==> src/verilog/bais_consts.svh <==
// Constants for the byte ALU slice: widths, reset values, operation codes
`ifndef BAIS_CONSTS_SVH
`define BAIS_CONSTS_SVH
`define BAIS_DATA_W 8
`define BAIS_ADDR_W 7
`define BAIS_FILE_DEPTH 128
`define BAIS_ACC_RESET 8'h00
`define BAIS_FLAG_RESET 1'b0
`define BAIS_ONE 8'h01
`define BAIS_ZERO 8'h00
`define BAIS_MSB 7
`define BAIS_LSB 0
`define BAIS_DEST_ACC 1'b0
`define BAIS_DEST_FILE 1'b1
`define BAIS_OP_W 3
`define BAIS_OP_NONE 3'h0
`define BAIS_OP_INC 3'h1
`define BAIS_OP_INC_SKIP 3'h2
`define BAIS_OP_OR_LIT 3'h3
`define BAIS_OP_OR_FILE 3'h4
`define BAIS_OP_LSL 3'h5
`define BAIS_OP_LSR 3'h6
`endif

==> src/verilog/bais_pkg.sv <==
// Types for the byte ALU slice
`include "bais_consts.svh"
package bais_pkg;
  typedef enum logic [2:0] {
    bais_st_fetch_type = 3'h1,
    bais_st_read_type = 3'h2,
    bais_st_skip_type = 3'h4
  } bais_state_type;
  typedef struct packed {
    bais_state_type state;
    logic [`BAIS_OP_W-1:0] op;
    logic dest;
    logic [`BAIS_ADDR_W-1:0] addr;
    logic [`BAIS_DATA_W-1:0] lit;
    logic [`BAIS_DATA_W-1:0] acc;
    logic carry;
    logic zero;
    logic ready;
    logic done;
    logic skip;
  } bais_core_type;
endpackage : bais_pkg

==> src/verilog/bais_file_mem.sv <==
// File register memory with registered read data
`timescale 1ns/1ps
module bais_file_mem #(
  parameter int DATA_W = 8,
  parameter int ADDR_W = 7,
  parameter int DEPTH = 128
) (
  // Clock
  input wire logic clock,
  input wire logic clk_en,
  // Read port
  input wire logic [ADDR_W-1:0] rd_addr,
  output logic [DATA_W-1:0] rd_data,
  // Write port
  input wire logic wr_en,
  input wire logic [ADDR_W-1:0] wr_addr,
  input wire logic [DATA_W-1:0] wr_data
);
  logic [DATA_W-1:0] mem [0:DEPTH-1];
  initial begin
    if (DEPTH > (1 << ADDR_W)) $error("bais_file_mem: depth exceeds address range");
  end
  // Contents are not reset; software initialises file registers as in the core
  always_ff @(posedge clock) begin
    if (clk_en) begin
      if (wr_en) begin
        mem[wr_addr] <= wr_data;
      end
      rd_data <= mem[rd_addr];
    end
  end
endmodule : bais_file_mem

==> src/verilog/bais_top.sv <==
// Byte ALU slice: increment, increment-skip, OR and logical shifts
//
// Overview of operation
// - File ops take 7-bit address 0..127; d=0 to accumulator, d=1 to file.
// - Increment adds one to file value, writes destination, updates zero flag.
// - Increment-skip stores sum, flags untouched; zero result squashes next instruction.
// - OR literal: accumulator OR 8-bit immediate into accumulator, update zero.
// - OR file: accumulator OR file value into chosen destination, update zero.
// - Left shift: bit 7 to carry, bits 6:0 up one, zero in; carry, zero.
// - Right shift: zero into bit 7, bits 7:1 down one, bit 0 to carry.
`timescale 1ns/1ps
module bais_top
  import bais_pkg::*;
#(
  parameter int DATA_W = `BAIS_DATA_W,
  parameter int ADDR_W = `BAIS_ADDR_W,
  parameter int DEPTH = `BAIS_FILE_DEPTH
) (
  // Clock and reset
  input wire logic clock,
  input wire logic rst,
  input wire logic clk_en,
  // Instruction issue
  input wire logic op_valid,
  input wire logic [`BAIS_OP_W-1:0] op_code,
  input wire logic op_dest,
  input wire logic [ADDR_W-1:0] op_addr,
  input wire logic [DATA_W-1:0] op_literal,
  // Status and results
  output logic op_ready,
  output logic op_done,
  output logic skip_next,
  output logic [DATA_W-1:0] acc_value,
  output logic carry_flag,
  output logic zero_flag
);
  initial begin
    // The shift and flag logic are written for a byte and a 7-bit file address
    if (DATA_W != `BAIS_DATA_W) $error("bais_top: data width must be 8");
    if (ADDR_W != `BAIS_ADDR_W) $error("bais_top: address width must be 7");
    if (DEPTH > (1 << ADDR_W) || DEPTH < 1) $error("bais_top: bad file depth");
  end

  ////////////////////////////////////////////////////////////////////////////
  bais_core_type core_q;
  bais_core_type core_d;
  logic [DATA_W-1:0] file_rd;
  logic file_we;
  logic [DATA_W-1:0] result;
  logic [DATA_W-1:0] inc_sum;
  logic [DATA_W-1:0] or_lit;
  logic [DATA_W-1:0] or_file;
  logic [DATA_W-1:0] shl_val;
  logic [DATA_W-1:0] shr_val;
  // Decoded view of the latched operation
  logic op_known;
  logic op_is_skip;
  logic op_is_shift;
  logic to_acc;
  logic to_file;
  logic updates_zero;
  logic updates_carry;
  logic carry_next;
  logic result_zero;
  logic take_issue;
  logic skip_taken;

  // Address presented at issue so read data is ready in the read state
  bais_file_mem #(
    .DATA_W(DATA_W),
    .ADDR_W(ADDR_W),
    .DEPTH(DEPTH)
  ) u_file (
    .clock(clock),
    .clk_en(clk_en),
    .rd_addr(op_addr),
    .rd_data(file_rd),
    .wr_en(file_we),
    .wr_addr(core_q.addr),
    .wr_data(result)
  );

  ////////////////////////////////////////////////////////////////////////////
  // All candidate results are formed in parallel; the latched op picks one
  assign inc_sum = file_rd + `BAIS_ONE;
  assign or_lit = core_q.acc | core_q.lit;
  assign or_file = core_q.acc | file_rd;
  assign shl_val = {file_rd[`BAIS_MSB-1:`BAIS_LSB], 1'b0};
  assign shr_val = {1'b0, file_rd[`BAIS_MSB:`BAIS_LSB+1]};
  // Codes 0 and 7 are accepted and retired with no effect beyond the done pulse
  assign op_known = (core_q.op == `BAIS_OP_INC) ||
    (core_q.op == `BAIS_OP_INC_SKIP) ||
    (core_q.op == `BAIS_OP_OR_LIT) ||
    (core_q.op == `BAIS_OP_OR_FILE) ||
    (core_q.op == `BAIS_OP_LSL) ||
    (core_q.op == `BAIS_OP_LSR);
  assign op_is_skip = (core_q.op == `BAIS_OP_INC_SKIP);
  assign op_is_shift = (core_q.op == `BAIS_OP_LSL) || (core_q.op == `BAIS_OP_LSR);
  // The literal form has no file operand, so its destination bit is ignored
  // destination select
  assign to_acc = op_known &&
    ((core_q.op == `BAIS_OP_OR_LIT) || (core_q.dest == `BAIS_DEST_ACC));
  assign to_file = op_known && !to_acc;
  assign result_zero = (result == `BAIS_ZERO);
  assign updates_zero = op_known && !op_is_skip;
  assign updates_carry = op_is_shift;
  assign carry_next = (core_q.op == `BAIS_OP_LSR) ? file_rd[`BAIS_LSB] : file_rd[`BAIS_MSB];
  assign skip_taken = op_is_skip && result_zero;
  // Issue is taken only while idle in the fetch state
  assign take_issue = op_valid && (core_q.state == bais_st_fetch_type);

  ////////////////////////////////////////////////////////////////////////////
  always_comb begin
    core_d = core_q;
    core_d.done = 1'b0;
    file_we = 1'b0;
    result = `BAIS_ZERO;
    case (core_q.op)
      `BAIS_OP_INC: result = inc_sum;
      `BAIS_OP_INC_SKIP: result = inc_sum;
      `BAIS_OP_OR_LIT: result = or_lit;
      `BAIS_OP_OR_FILE: result = or_file;
      `BAIS_OP_LSL: result = shl_val;
      `BAIS_OP_LSR: result = shr_val;
      default: result = `BAIS_ZERO;
    endcase

    // Sequencer: fetch, read and commit, optional no-op cycle
    case (core_q.state)
      bais_st_fetch_type: begin
        core_d.skip = 1'b0;
        if (take_issue) begin
          core_d.op = op_code;
          core_d.dest = op_dest;
          core_d.addr = op_addr;
          core_d.lit = op_literal;
          core_d.ready = 1'b0;
          core_d.state = bais_st_read_type;
        end
      end
      bais_st_read_type: begin
        core_d.done = 1'b1;
        core_d.ready = 1'b1;
        core_d.state = bais_st_fetch_type;
        if (to_acc) begin
          core_d.acc = result;
        end
        // A write in flight when reset arrives is dropped with the rest of the op
        if (to_file && !rst) begin
          file_we = 1'b1;
        end
        if (updates_zero) begin
          core_d.zero = result_zero;
        end
        if (updates_carry) begin
          core_d.carry = carry_next;
        end
        if (skip_taken) begin
          core_d.skip = 1'b1;
          core_d.ready = 1'b0;
          core_d.state = bais_st_skip_type;
        end
      end
      bais_st_skip_type: begin
        // Forced no-operation cycle; the squashed instruction is never taken
        core_d.skip = 1'b0;
        core_d.ready = 1'b1;
        core_d.state = bais_st_fetch_type;
      end
      default: begin
        core_d.state = bais_st_fetch_type;
        core_d.skip = 1'b0;
        core_d.ready = 1'b1;
      end
    endcase
  end

  always_ff @(posedge clock) begin
    // Reset acts even while the clock enable is low
    if (rst) begin
      core_q.state <= bais_st_fetch_type;
      core_q.op <= `BAIS_OP_NONE;
      core_q.dest <= `BAIS_DEST_ACC;
      core_q.addr <= '0;
      core_q.lit <= `BAIS_ZERO;
      core_q.acc <= `BAIS_ACC_RESET;
      core_q.carry <= `BAIS_FLAG_RESET;
      core_q.zero <= `BAIS_FLAG_RESET;
      core_q.ready <= 1'b1;
      core_q.done <= 1'b0;
      core_q.skip <= 1'b0;
    end else if (clk_en) begin
      core_q <= core_d;
    end
  end

  ////////////////////////////////////////////////////////////////////////////
  assign op_ready = core_q.ready;
  assign op_done = core_q.done;
  assign skip_next = core_q.skip;
  assign acc_value = core_q.acc;
  assign carry_flag = core_q.carry;
  assign zero_flag = core_q.zero;
endmodule : bais_top

==> config.mk <==
export PLATFORM = sky130hd
export DESIGN_NAME = bais_top
export DESIGN_NICKNAME = d
export VERILOG_FILES = /design/src/verilog/bais_pkg.sv /design/src/verilog/bais_file_mem.sv /design/src/verilog/bais_top.sv
export VERILOG_INCLUDE_DIRS = /design/src /design/src/verilog
export SDC_FILE = /design/constraint.sdc
export NUM_CORES = 1
export LEC_CHECK = 0
export BUFFER_PORTS_ARGS = -buffer_cell sky130_fd_sc_hd__buf_2
export CAP_MARGIN = 10
export CORE_MARGIN = 8
export CORE_UTILIZATION = 50
export DETAILED_ROUTE_END_ITERATION = 6
export PLACE_DENSITY = 0.65
export SLEW_MARGIN = 30
export SYNTH_ARGS = -nofsm -noshare
export SYNTH_HDL_FRONTEND = slang
export SYNTH_HIERARCHICAL = 1
export SYNTH_SLANG_ARGS = --single-unit
==> constraint.sdc <==
create_clock -name clock -period 11.73 [get_ports clock]
set_input_delay 2.346 -clock clock [delete_from_list [all_inputs] [get_ports clock]]
set_output_delay 2.346 -clock clock [all_outputs]
set_load 0.01 [all_outputs]
==> qor.yml, run 1 <==
via_count: 19700
worst_hold_startpoint: "core_q[20]"
root_buffer: "clkbuf_16"
r2r-start: "core_q[29]"
ys_top_cells_by_area: "edfxtp_1, mux4_2, dfxtp_1"
die_w_um: 306
switchingPower_mw: 1.66
synth_nets: 1935
dp_slack_ns: 5.39
rows: 106
fin_crit_ns: 5.58
clk_path_buf_depth: 3
grt_overflow: 0
worst_slew_pin_slew_ns: 1.02
hold_path_class: "reg -> reg"
fin_cells: 3124
slew_headroom: 0.320
start_kind: "input pin"
finalSetupTns_ns: 0
power-per-cell-area_nw_per_um2: 171
post-cts-setup-buffers: 0
ys_ff_latch: 1066
grt_use_total: 0.198
synthCells: 1911
nFillCells: 6063
whs_ns: 0.463
initialDrtViolationCount: 2182
layout_commonest_cell: "edfxtp_1"
grt_max_degree: 133
synth_cell_types: 65
first_global_vias: 19900
finalCritPeriodShare: 0.476
rsz0062_at_grt: "no"
synth_top_area_cell: "edfxtp_1"
cts_sinks: 1066
place_area_um2: 43300
yosysWarnings: 6
fin_skew_ns: 0.0167
final_cell_mix: "edfxtp_1, mux4_2, nor2_1"
ys_seq_area_frac: 0.755
clk_pin_slew_ns: 0.06
dp_cells: 2933
coreArea_um2: 83400
portBuffers: 35
whs_path_depth: 2
timing.fmax_ghz: 0.179
cts_hold_buffers: 0
cp_max_fo: 46
avgSynthCellArea_um2: 22.0
slew_violations: 0
synth_area_um2: 42000
p_leak_nw: 14.5
crit_arrival_ns: 5.98
comb_power_share: 0.056
reg2reg_to: "u_file/mem[45][2]"
r2r_cells: 6
cts_made_buffers: 104
gp_congestion: 0.810
stdcell_area_um2: 46600
io_pins: 36
drc: 0
power_frac_clock: 0.409
synthArstFlopShare: 0
internal_power_mw: 6.33
htree_num_levels: 3
first_pass_iters: 7
critPathCaptureType: "register"
post_drt_wl_per_cell_um: 29.7
die_h_um: 306
hold_end: "core_q[20]"
irDropWorstVdd_mv: 0.118
cts_tree: "built"
dp.final_hpwl_mm: 54.8
syn_to_final_growth_pct: 11.2
cts-resized-gates: 0
antenna_left: 0
finalNetCount: 1983
fin_ws_ns: 6.15
required_ns: 12.13
path_class: "in -> reg"
p_sw_frac: 0.208
seq_power_share: 0.535
cap_violations: 0
power.total_mw: 7.99
yosysTopAreaCellShare: 0.739
antenna_found_initial: 7
r2r_setup_slack_ns: 7.46
ys.flop_type: "edfxtp_1"
grt_pass1_wl_mm: 137
synth_edf_count: 1032
worstSkewPairLatency_ns: 0.64
multi_input_area_um2: 9800
outcome: "finished clean"
via_per_inst: 6.30
start_util: 0.503
final-hold-violation-count: 0
drive_gt1_frac: 0.303
design.die.area_um2: 93400
utilization: 0.559
regArea_um2: 31700
setup_violations: 0
wirelength_mm: 92.8
## kinds of logic after synthesis
group                      share of synthesized area
AOI/OAI and AO/OA                             0.0111
muxes                                          0.184
and+or+nand+nor                               0.0331
DFF                                            0.755
xor gates and xnor gates                     0.00104
adders and majority gates                   0.000298
buffers and inverters                         0.0155
## power groups by stage
stage	Clock (mW)	Sequential [mW]	Combinational (mW)
finish	3.27	4.27	0.447
global route	3.47	4.27	0.480
CTS	3.33	4.27	0.455
detailed placement	0	4.35	0.454
global placement	0	4.35	0.438
floorplan	0	4.37	0.298
## registers in the layout, indices dropped and copies added (netlist names)
register / count
op_ready: 1
u_file/rd_data: 8
acc_value: 8
carry_flag: 1
zero_flag: 1
op_done: 1
core_q: 21
u_file/mem: 1024
skip_next: 1
## critical path: stages
cell,delay (ns)
buf_8,0.45
buf_16,0.31
buf_4,0.63
mux4_2,0.63
mux4_2,0.55
mux4_2,0.59
mux2_2,0.30
## worst max-delay path by stage
stage	slack [ns]	endpoint	from
final	6.15	u_file/rd_data[3]	op_addr[0]
after global routing	5.96	u_file/rd_data[3]	op_addr[0]
after CTS	6.09	u_file/rd_data[3]	op_addr[0]
after detailed placement	5.39	u_file/rd_data[3]	op_addr[0]
after global placement	5.35	u_file/rd_data[4]	op_addr[0]
after floorplan	4.21	u_file/mem[0][2]	core_q[30]
## layer usage
metal / vias up / global-route usage / wire length (um)
met5: - / 0 / 13
met4: 2 / 0.0545 / 2150
met3: 130 / 0.0323 / 7320
met2: 831 / 0.318 / 45600
met1: 10600 / 0.285 / 37700
li1: 8110 / - / -
## cell type report
| cell class | instances | share of cell area |
|---|---|---|
| flip-flops and latches | 1066 | 0.679 |
| multi-input cells | 720 | 0.210 |
| clock buffers | 121 | 0.0581 |
| well taps | 1080 | 0.0290 |
| clock inverters | 68 | 0.0137 |
| repair buffers | 59 | 0.00920 |
| inverters | 8 | 0.000858 |
| diodes | 2 | 0.000107 |
## Yosys cell counts (all sizes together), types with 9 or more instances
master and n:
clkbuf 53, nor2 157, o21ai 11, buf 64, edfxtp 1032, a21oi 26, nand3 13, dfxtp 34
nand3b 12, mux4 336, nand2 59, nor3 9
No activity file was read; power rests on OpenSTA's default activity.
==> run 2: changes to the inputs <==
--- a/config.mk
+++ b/config.mk
@@ -11,7 +11,7 @@
 export CORE_MARGIN = 8
 export CORE_UTILIZATION = 50
 export DETAILED_ROUTE_END_ITERATION = 6
-export PLACE_DENSITY = 0.65
+export PLACE_DENSITY = 0.68
 export SLEW_MARGIN = 30
 export SYNTH_ARGS = -nofsm -noshare
 export SYNTH_HDL_FRONTEND = slang
==> constraint.sdc (replaced) <==
create_clock -name clock -period 5 [get_ports clock]
set_input_delay 1 -clock clock [delete_from_list [all_inputs] [get_ports clock]]
set_output_delay 1 -clock clock [all_outputs]
set_load 0.01 [all_outputs]
==> qor.yml, run 2 (synthesized netlist as in run 1, its figures left out) <==
outcome: "finished clean"
comb_power_share: 0.059
whs_path_depth: 2
grt_use_total: 0.205
initialDrtViolationCount: 2296
max_flop_register: "u_file/mem"
cts_sinks: 1066
coreArea_um2: 83400
reg2reg_to: "u_file/mem[52][4]"
layout_commonest_cell: "edfxtp_1"
r2r_cells: 6
timing.fmax_ghz: 0.265
critPathCaptureType: "register"
cp_max_fo: 21
worst_slew_pin_slew_ns: 0.990
stdcell_area_um2: 47800
fin_crit_ns: 3.77
grt_pass1_wl_mm: 141
finalCritPeriodShare: 0.755
switchingPower_mw: 4.03
cts_tree: "built"
whs_ns: 0.457
worstSkewPairLatency_ns: 0.66
seq_power_share: 0.529
finalNetCount: 2113
first_pass_iters: 6
cts-resized-gates: 0
post_drt_wl_per_cell_um: 29.6
post-cts-setup-buffers: 0
path_class: "reg -> reg"
irDropWorstVdd_mv: 0.301
cts_hold_buffers: 0
drc: 0
r2r-start: "core_q[31]"
dp.final_hpwl_mm: 57.7
via_per_inst: 6.25
finalSetupTns_ns: 0
p_leak_nw: 15.2
grt_overflow: 0
crit_arrival_ns: 4.05
internal_power_mw: 14.9
design.die.area_um2: 93400
largest_reg_flops: 1024
hold_end: "core_q[16]"
cap_violations: 0
syn_to_final_growth_pct: 13.9
hold_path_class: "reg -> reg"
rsz0062_at_grt: "no"
worst_hold_startpoint: "core_q[16]"
diodes: 0
nFillCells: 5910
io_pins: 36
rows: 106
final_cell_mix: "edfxtp_1, mux4_2, nor2_1"
die_w_um: 306
gp_congestion: 0.808
die_h_um: 306
r2r_setup_slack_ns: 1.23
place_area_um2: 44300
required_ns: 5.28
first_global_vias: 20500
root_buffer: "clkbuf_16"
start_util: 0.503
setup_violations: 0
wirelength_mm: 96.3
grt_max_degree: 113
utilization: 0.573
power-per-cell-area_nw_per_um2: 396
power_frac_clock: 0.412
fin_skew_ns: 0.0289
final-hold-violation-count: 0
reg_top3: "u_file/mem: 1024 flops, core_q: 21 flops"
antenna_left: 0
portBuffers: 35
slew_headroom: 0.340
slew_violations: 0
drive_gt1_frac: 0.327
antenna_found_initial: 2
p_sw_frac: 0.213
via_count: 20300
clk_pin_slew_ns: 0.06
start_kind: "register"
cts_made_buffers: 106
clk_path_buf_depth: 3
htree_num_levels: 3
## run 2: cell types whose count changed in the layout (fill, tap and decap cells not counted), moves of 4 or more
cell | before | now
buf_12 | 2 | 19
buf_4 | 22 | 133
clkbuf_1 | 15 | 20
clkbuf_8 | 0 | 7
clkinv_1 | 25 | 21
clkinv_2 | 24 | 19
nor2_1 | 119 | 157
nor2_2 | 38 | 0
## run 2: worst max path at each step
stage | startpoint | slack, ns | end | cells after the start
finish | core_q[31] | 1.23 | u_file/mem[52][4] | 6
global placement | op_addr[0] | 0.88 | u_file/rd_data[7] | 7
CTS | core_q[29] | 1.22 | u_file/mem[52][4] | 6
global route | core_q[31] | 1.10 | u_file/mem[52][4] | 6
floorplan | u_file/rd_data[0] | 0.05 | u_file/mem[0][4] | 4
detailed placement | op_addr[0] | 0.87 | u_file/rd_data[2] | 7
## run 2: routing by layer
metal  vias up  track usage  share of wire
met4         4       0.0547          0.022
met1     10900        0.290           0.40
met5         -            0        0.00022
met2       938        0.326           0.48
li1       8361            -              -
met3       148       0.0436          0.090
## run 2: per-stage QoR
step | power (mW) | worst slack [ns] | cells
CTS | 19.1 | 1.22 | 3255
floorplan | 10.9 | 0.0483 | 1911
global placement | 11.3 | 0.880 | 3059
detailed placement | 11.3 | 0.867 | 3059
global route | 19.5 | 1.10 | 3257
finish | 18.9 | 1.23 | 3257
## run 2: final cells by class
type,instances,area [um2],area share
clock buffers,133,2820,0.0591
repair buffers,187,1580,0.0331
multi-input cells,720,9710,0.203
well taps,1080,1350,0.0283
flip-flops and latches,1066,31700,0.663
inverters,8,37.5,0.000785
clock inverters,63,616,0.0129
## run 2: power by group through the flow
stage                     clock network (mW)  registers [mW]  logic [mW]
after CTS                               7.93            10.0        1.12
final                                   7.80            10.0        1.11
after detailed placement                   0            10.2        1.11
after global placement                     0            10.2        1.08
after global routing                    8.26            10.0        1.18
after floorplan                            0            10.2       0.701
## run 2: worst max-delay path, cell delays in order (launching register included)
cell and delay [ns]:
dfxtp_1 0.81, nor3_1 0.22, nor3_1 0.50, and2_1 0.50, nand2b_1 0.31, buf_4 0.30, nor2_1 0.75
==> run 3: changes to the inputs <==
==> constraint.sdc (replaced) <==
create_clock -name clock -period 3.1 [get_ports clock]
set_input_delay 0.62 -clock clock [delete_from_list [all_inputs] [get_ports clock]]
set_output_delay 0.62 -clock clock [all_outputs]
set_load 0.01 [all_outputs]
==> qor.yml, run 3 (synthesized netlist as in run 1, its figures left out) <==
p_sw_frac: 0.211
cts_tree: "built"
start_kind: "register"
cts_made_buffers: 107
first_global_vias: 21300
max_flop_register: "u_file/mem"
path_class: "reg -> reg"
initialDrtViolationCount: 2429
dp_cells: 3164
post-cts-setup-buffers: 0
grt_max_degree: 129
htree_num_levels: 3
drive_gt1_frac: 0.357
reg_top3: "u_file/mem: 1024 flops, core_q: 21 flops"
clk_path_buf_depth: 3
cap_violations: 0
fin_ws_ns: 0.122
cp_cell_sequence: "nor2b_1 -> nand2_1 -> nor3_1 -> and2_2 -> nand4b_1 -> buf_4 -> nor2_1 -> buf_4"
rsz0062_at_grt: "no"
dp.final_hpwl_mm: 62.8
critPathCaptureType: "register"
power_frac_clock: 0.419
die_w_um: 306
worst_slew_pin_slew_ns: 0.956
grt_use_total: 0.211
fin_skew_ns: 0.0293
post_drt_wl_per_cell_um: 29.3
gp_congestion: 0.825
portBuffers: 35
diodes: 0
antenna_found_initial: 4
via_count: 20900
die_h_um: 306
start_util: 0.503
critPathMostFrequentCell: "buf_4"
cp_max_fo: 8
dp_slack_ns: -0.361
coreArea_um2: 83400
seq_power_share: 0.517
comb_power_share: 0.064
drc: 0
hold_path_class: "in -> reg"
syn_to_final_growth_pct: 16.9
slew_headroom: 0.363
switchingPower_mw: 6.60
layout_commonest_cell: "edfxtp_1"
setup_violations: 0
antenna_left: 0
finalNetCount: 2218
crit_arrival_ns: 3.36
slowest_delay_ns: 0.39
slew_violations: 0
first_pass_iters: 6
rows: 106
power.total_mw: 31.3
power-per-cell-area_nw_per_um2: 637
irDropWorstVdd_mv: 0.434
internal_power_mw: 24.7
clk_pin_slew_ns: 0.07
outcome: "finished clean"
fin_cells: 3360
final-hold-violation-count: 0
via_per_inst: 6.21
finalCritPeriodShare: 0.961
grt_overflow: 0
grt_pass1_wl_mm: 146
cts_sinks: 1066
crit_path_top_delay_cell: "and2_2"
timing.fmax_ghz: 0.336
io_pins: 36
design.die.area_um2: 93400
largest_reg_flops: 1024
root_buffer: "clkbuf_16"
fin_crit_ns: 2.98
wirelength_mm: 98.6
p_leak_nw: 16.0
required_ns: 3.49
final_cell_mix: "edfxtp_1, mux4_2, buf_4"
worstSkewPairLatency_ns: 0.68
run 3: changes by cell type in the layout (fill, tap and decap cells not counted), moves of 3 or more:
cell / previous run / this run
clkbuf_16: 106 / 110
buf_12: 19 / 49
clkbuf_8: 7 / 0
clkinv_1: 21 / 24
clkinvlp_4: 5 / 2
buf_4: 133 / 207
bufinv_16: 10 / 16
run 3: per-layer routing:
layer  GRT usage  part of all wire  vias to the layer above
met1       0.294              0.40                    11200
met2       0.349              0.50                      928
met3      0.0366             0.074                      168
met5           0           0.00013                        -
li1            -                 -                     8573
met4      0.0545             0.025                        2
run 3: critical path: cells and delay by family (launching register included):
kind | cells | cell delay (ns)
buffers and inverters | 2 | 0.54
DFF | 1 | 0.37
and+or+nand+nor | 6 | 1.76
run 3: final timing paths:
kind / startpoint / to / slack (ns) / cells after the start
setup / recovery: core_q[33] / u_file/mem[22][4] / 0.12 / 8
hold / removal: op_dest / core_q[28] / 0.19 / 3
setup reg to reg: core_q[33] / u_file/mem[22][4] / 0.12 / 8
hold reg to reg: skip_next / skip_next / 0.45 / 1
run 3: repair_timing:
action / CTS / global route
resized for setup: 0 / 1
hold buffers: 0 / 0
endpoints found under the setup margin: 0 / 12
run 3: metrics by stage:
step                      setup TNS (ns)  hold slack, ns  instance area (um2)   util
after CTS                              0           0.151                49000  0.588
after floorplan                        0           0.433                42000      -
after global routing                   0           0.188                49100  0.588
after global placement             -2.83           0.435                45500  0.545
final                                  0           0.187                49100  0.588
after detailed placement           -3.51           0.443                45500  0.545
run 3: final cells by class:
type,instances,area [um2]
clock buffers,128,2820
clock inverters,67,749
fillers,5811,34400
inverters,8,36.3
multi-input cells,720,9690
flip-flops and latches,1066,31700
well taps,1080,1350
repair buffers,291,2740
run 3: power groups by stage:
stage | Sequential, mW | Clock [mW] | Combinational [mW]
after floorplan | 16.5 | 0 | 1.15
after global placement | 16.5 | 0 | 1.95
after detailed placement | 16.5 | 0 | 2.01
after CTS | 16.2 | 13.3 | 2.02
after global routing | 16.2 | 13.8 | 2.11
final | 16.2 | 13.1 | 2.00
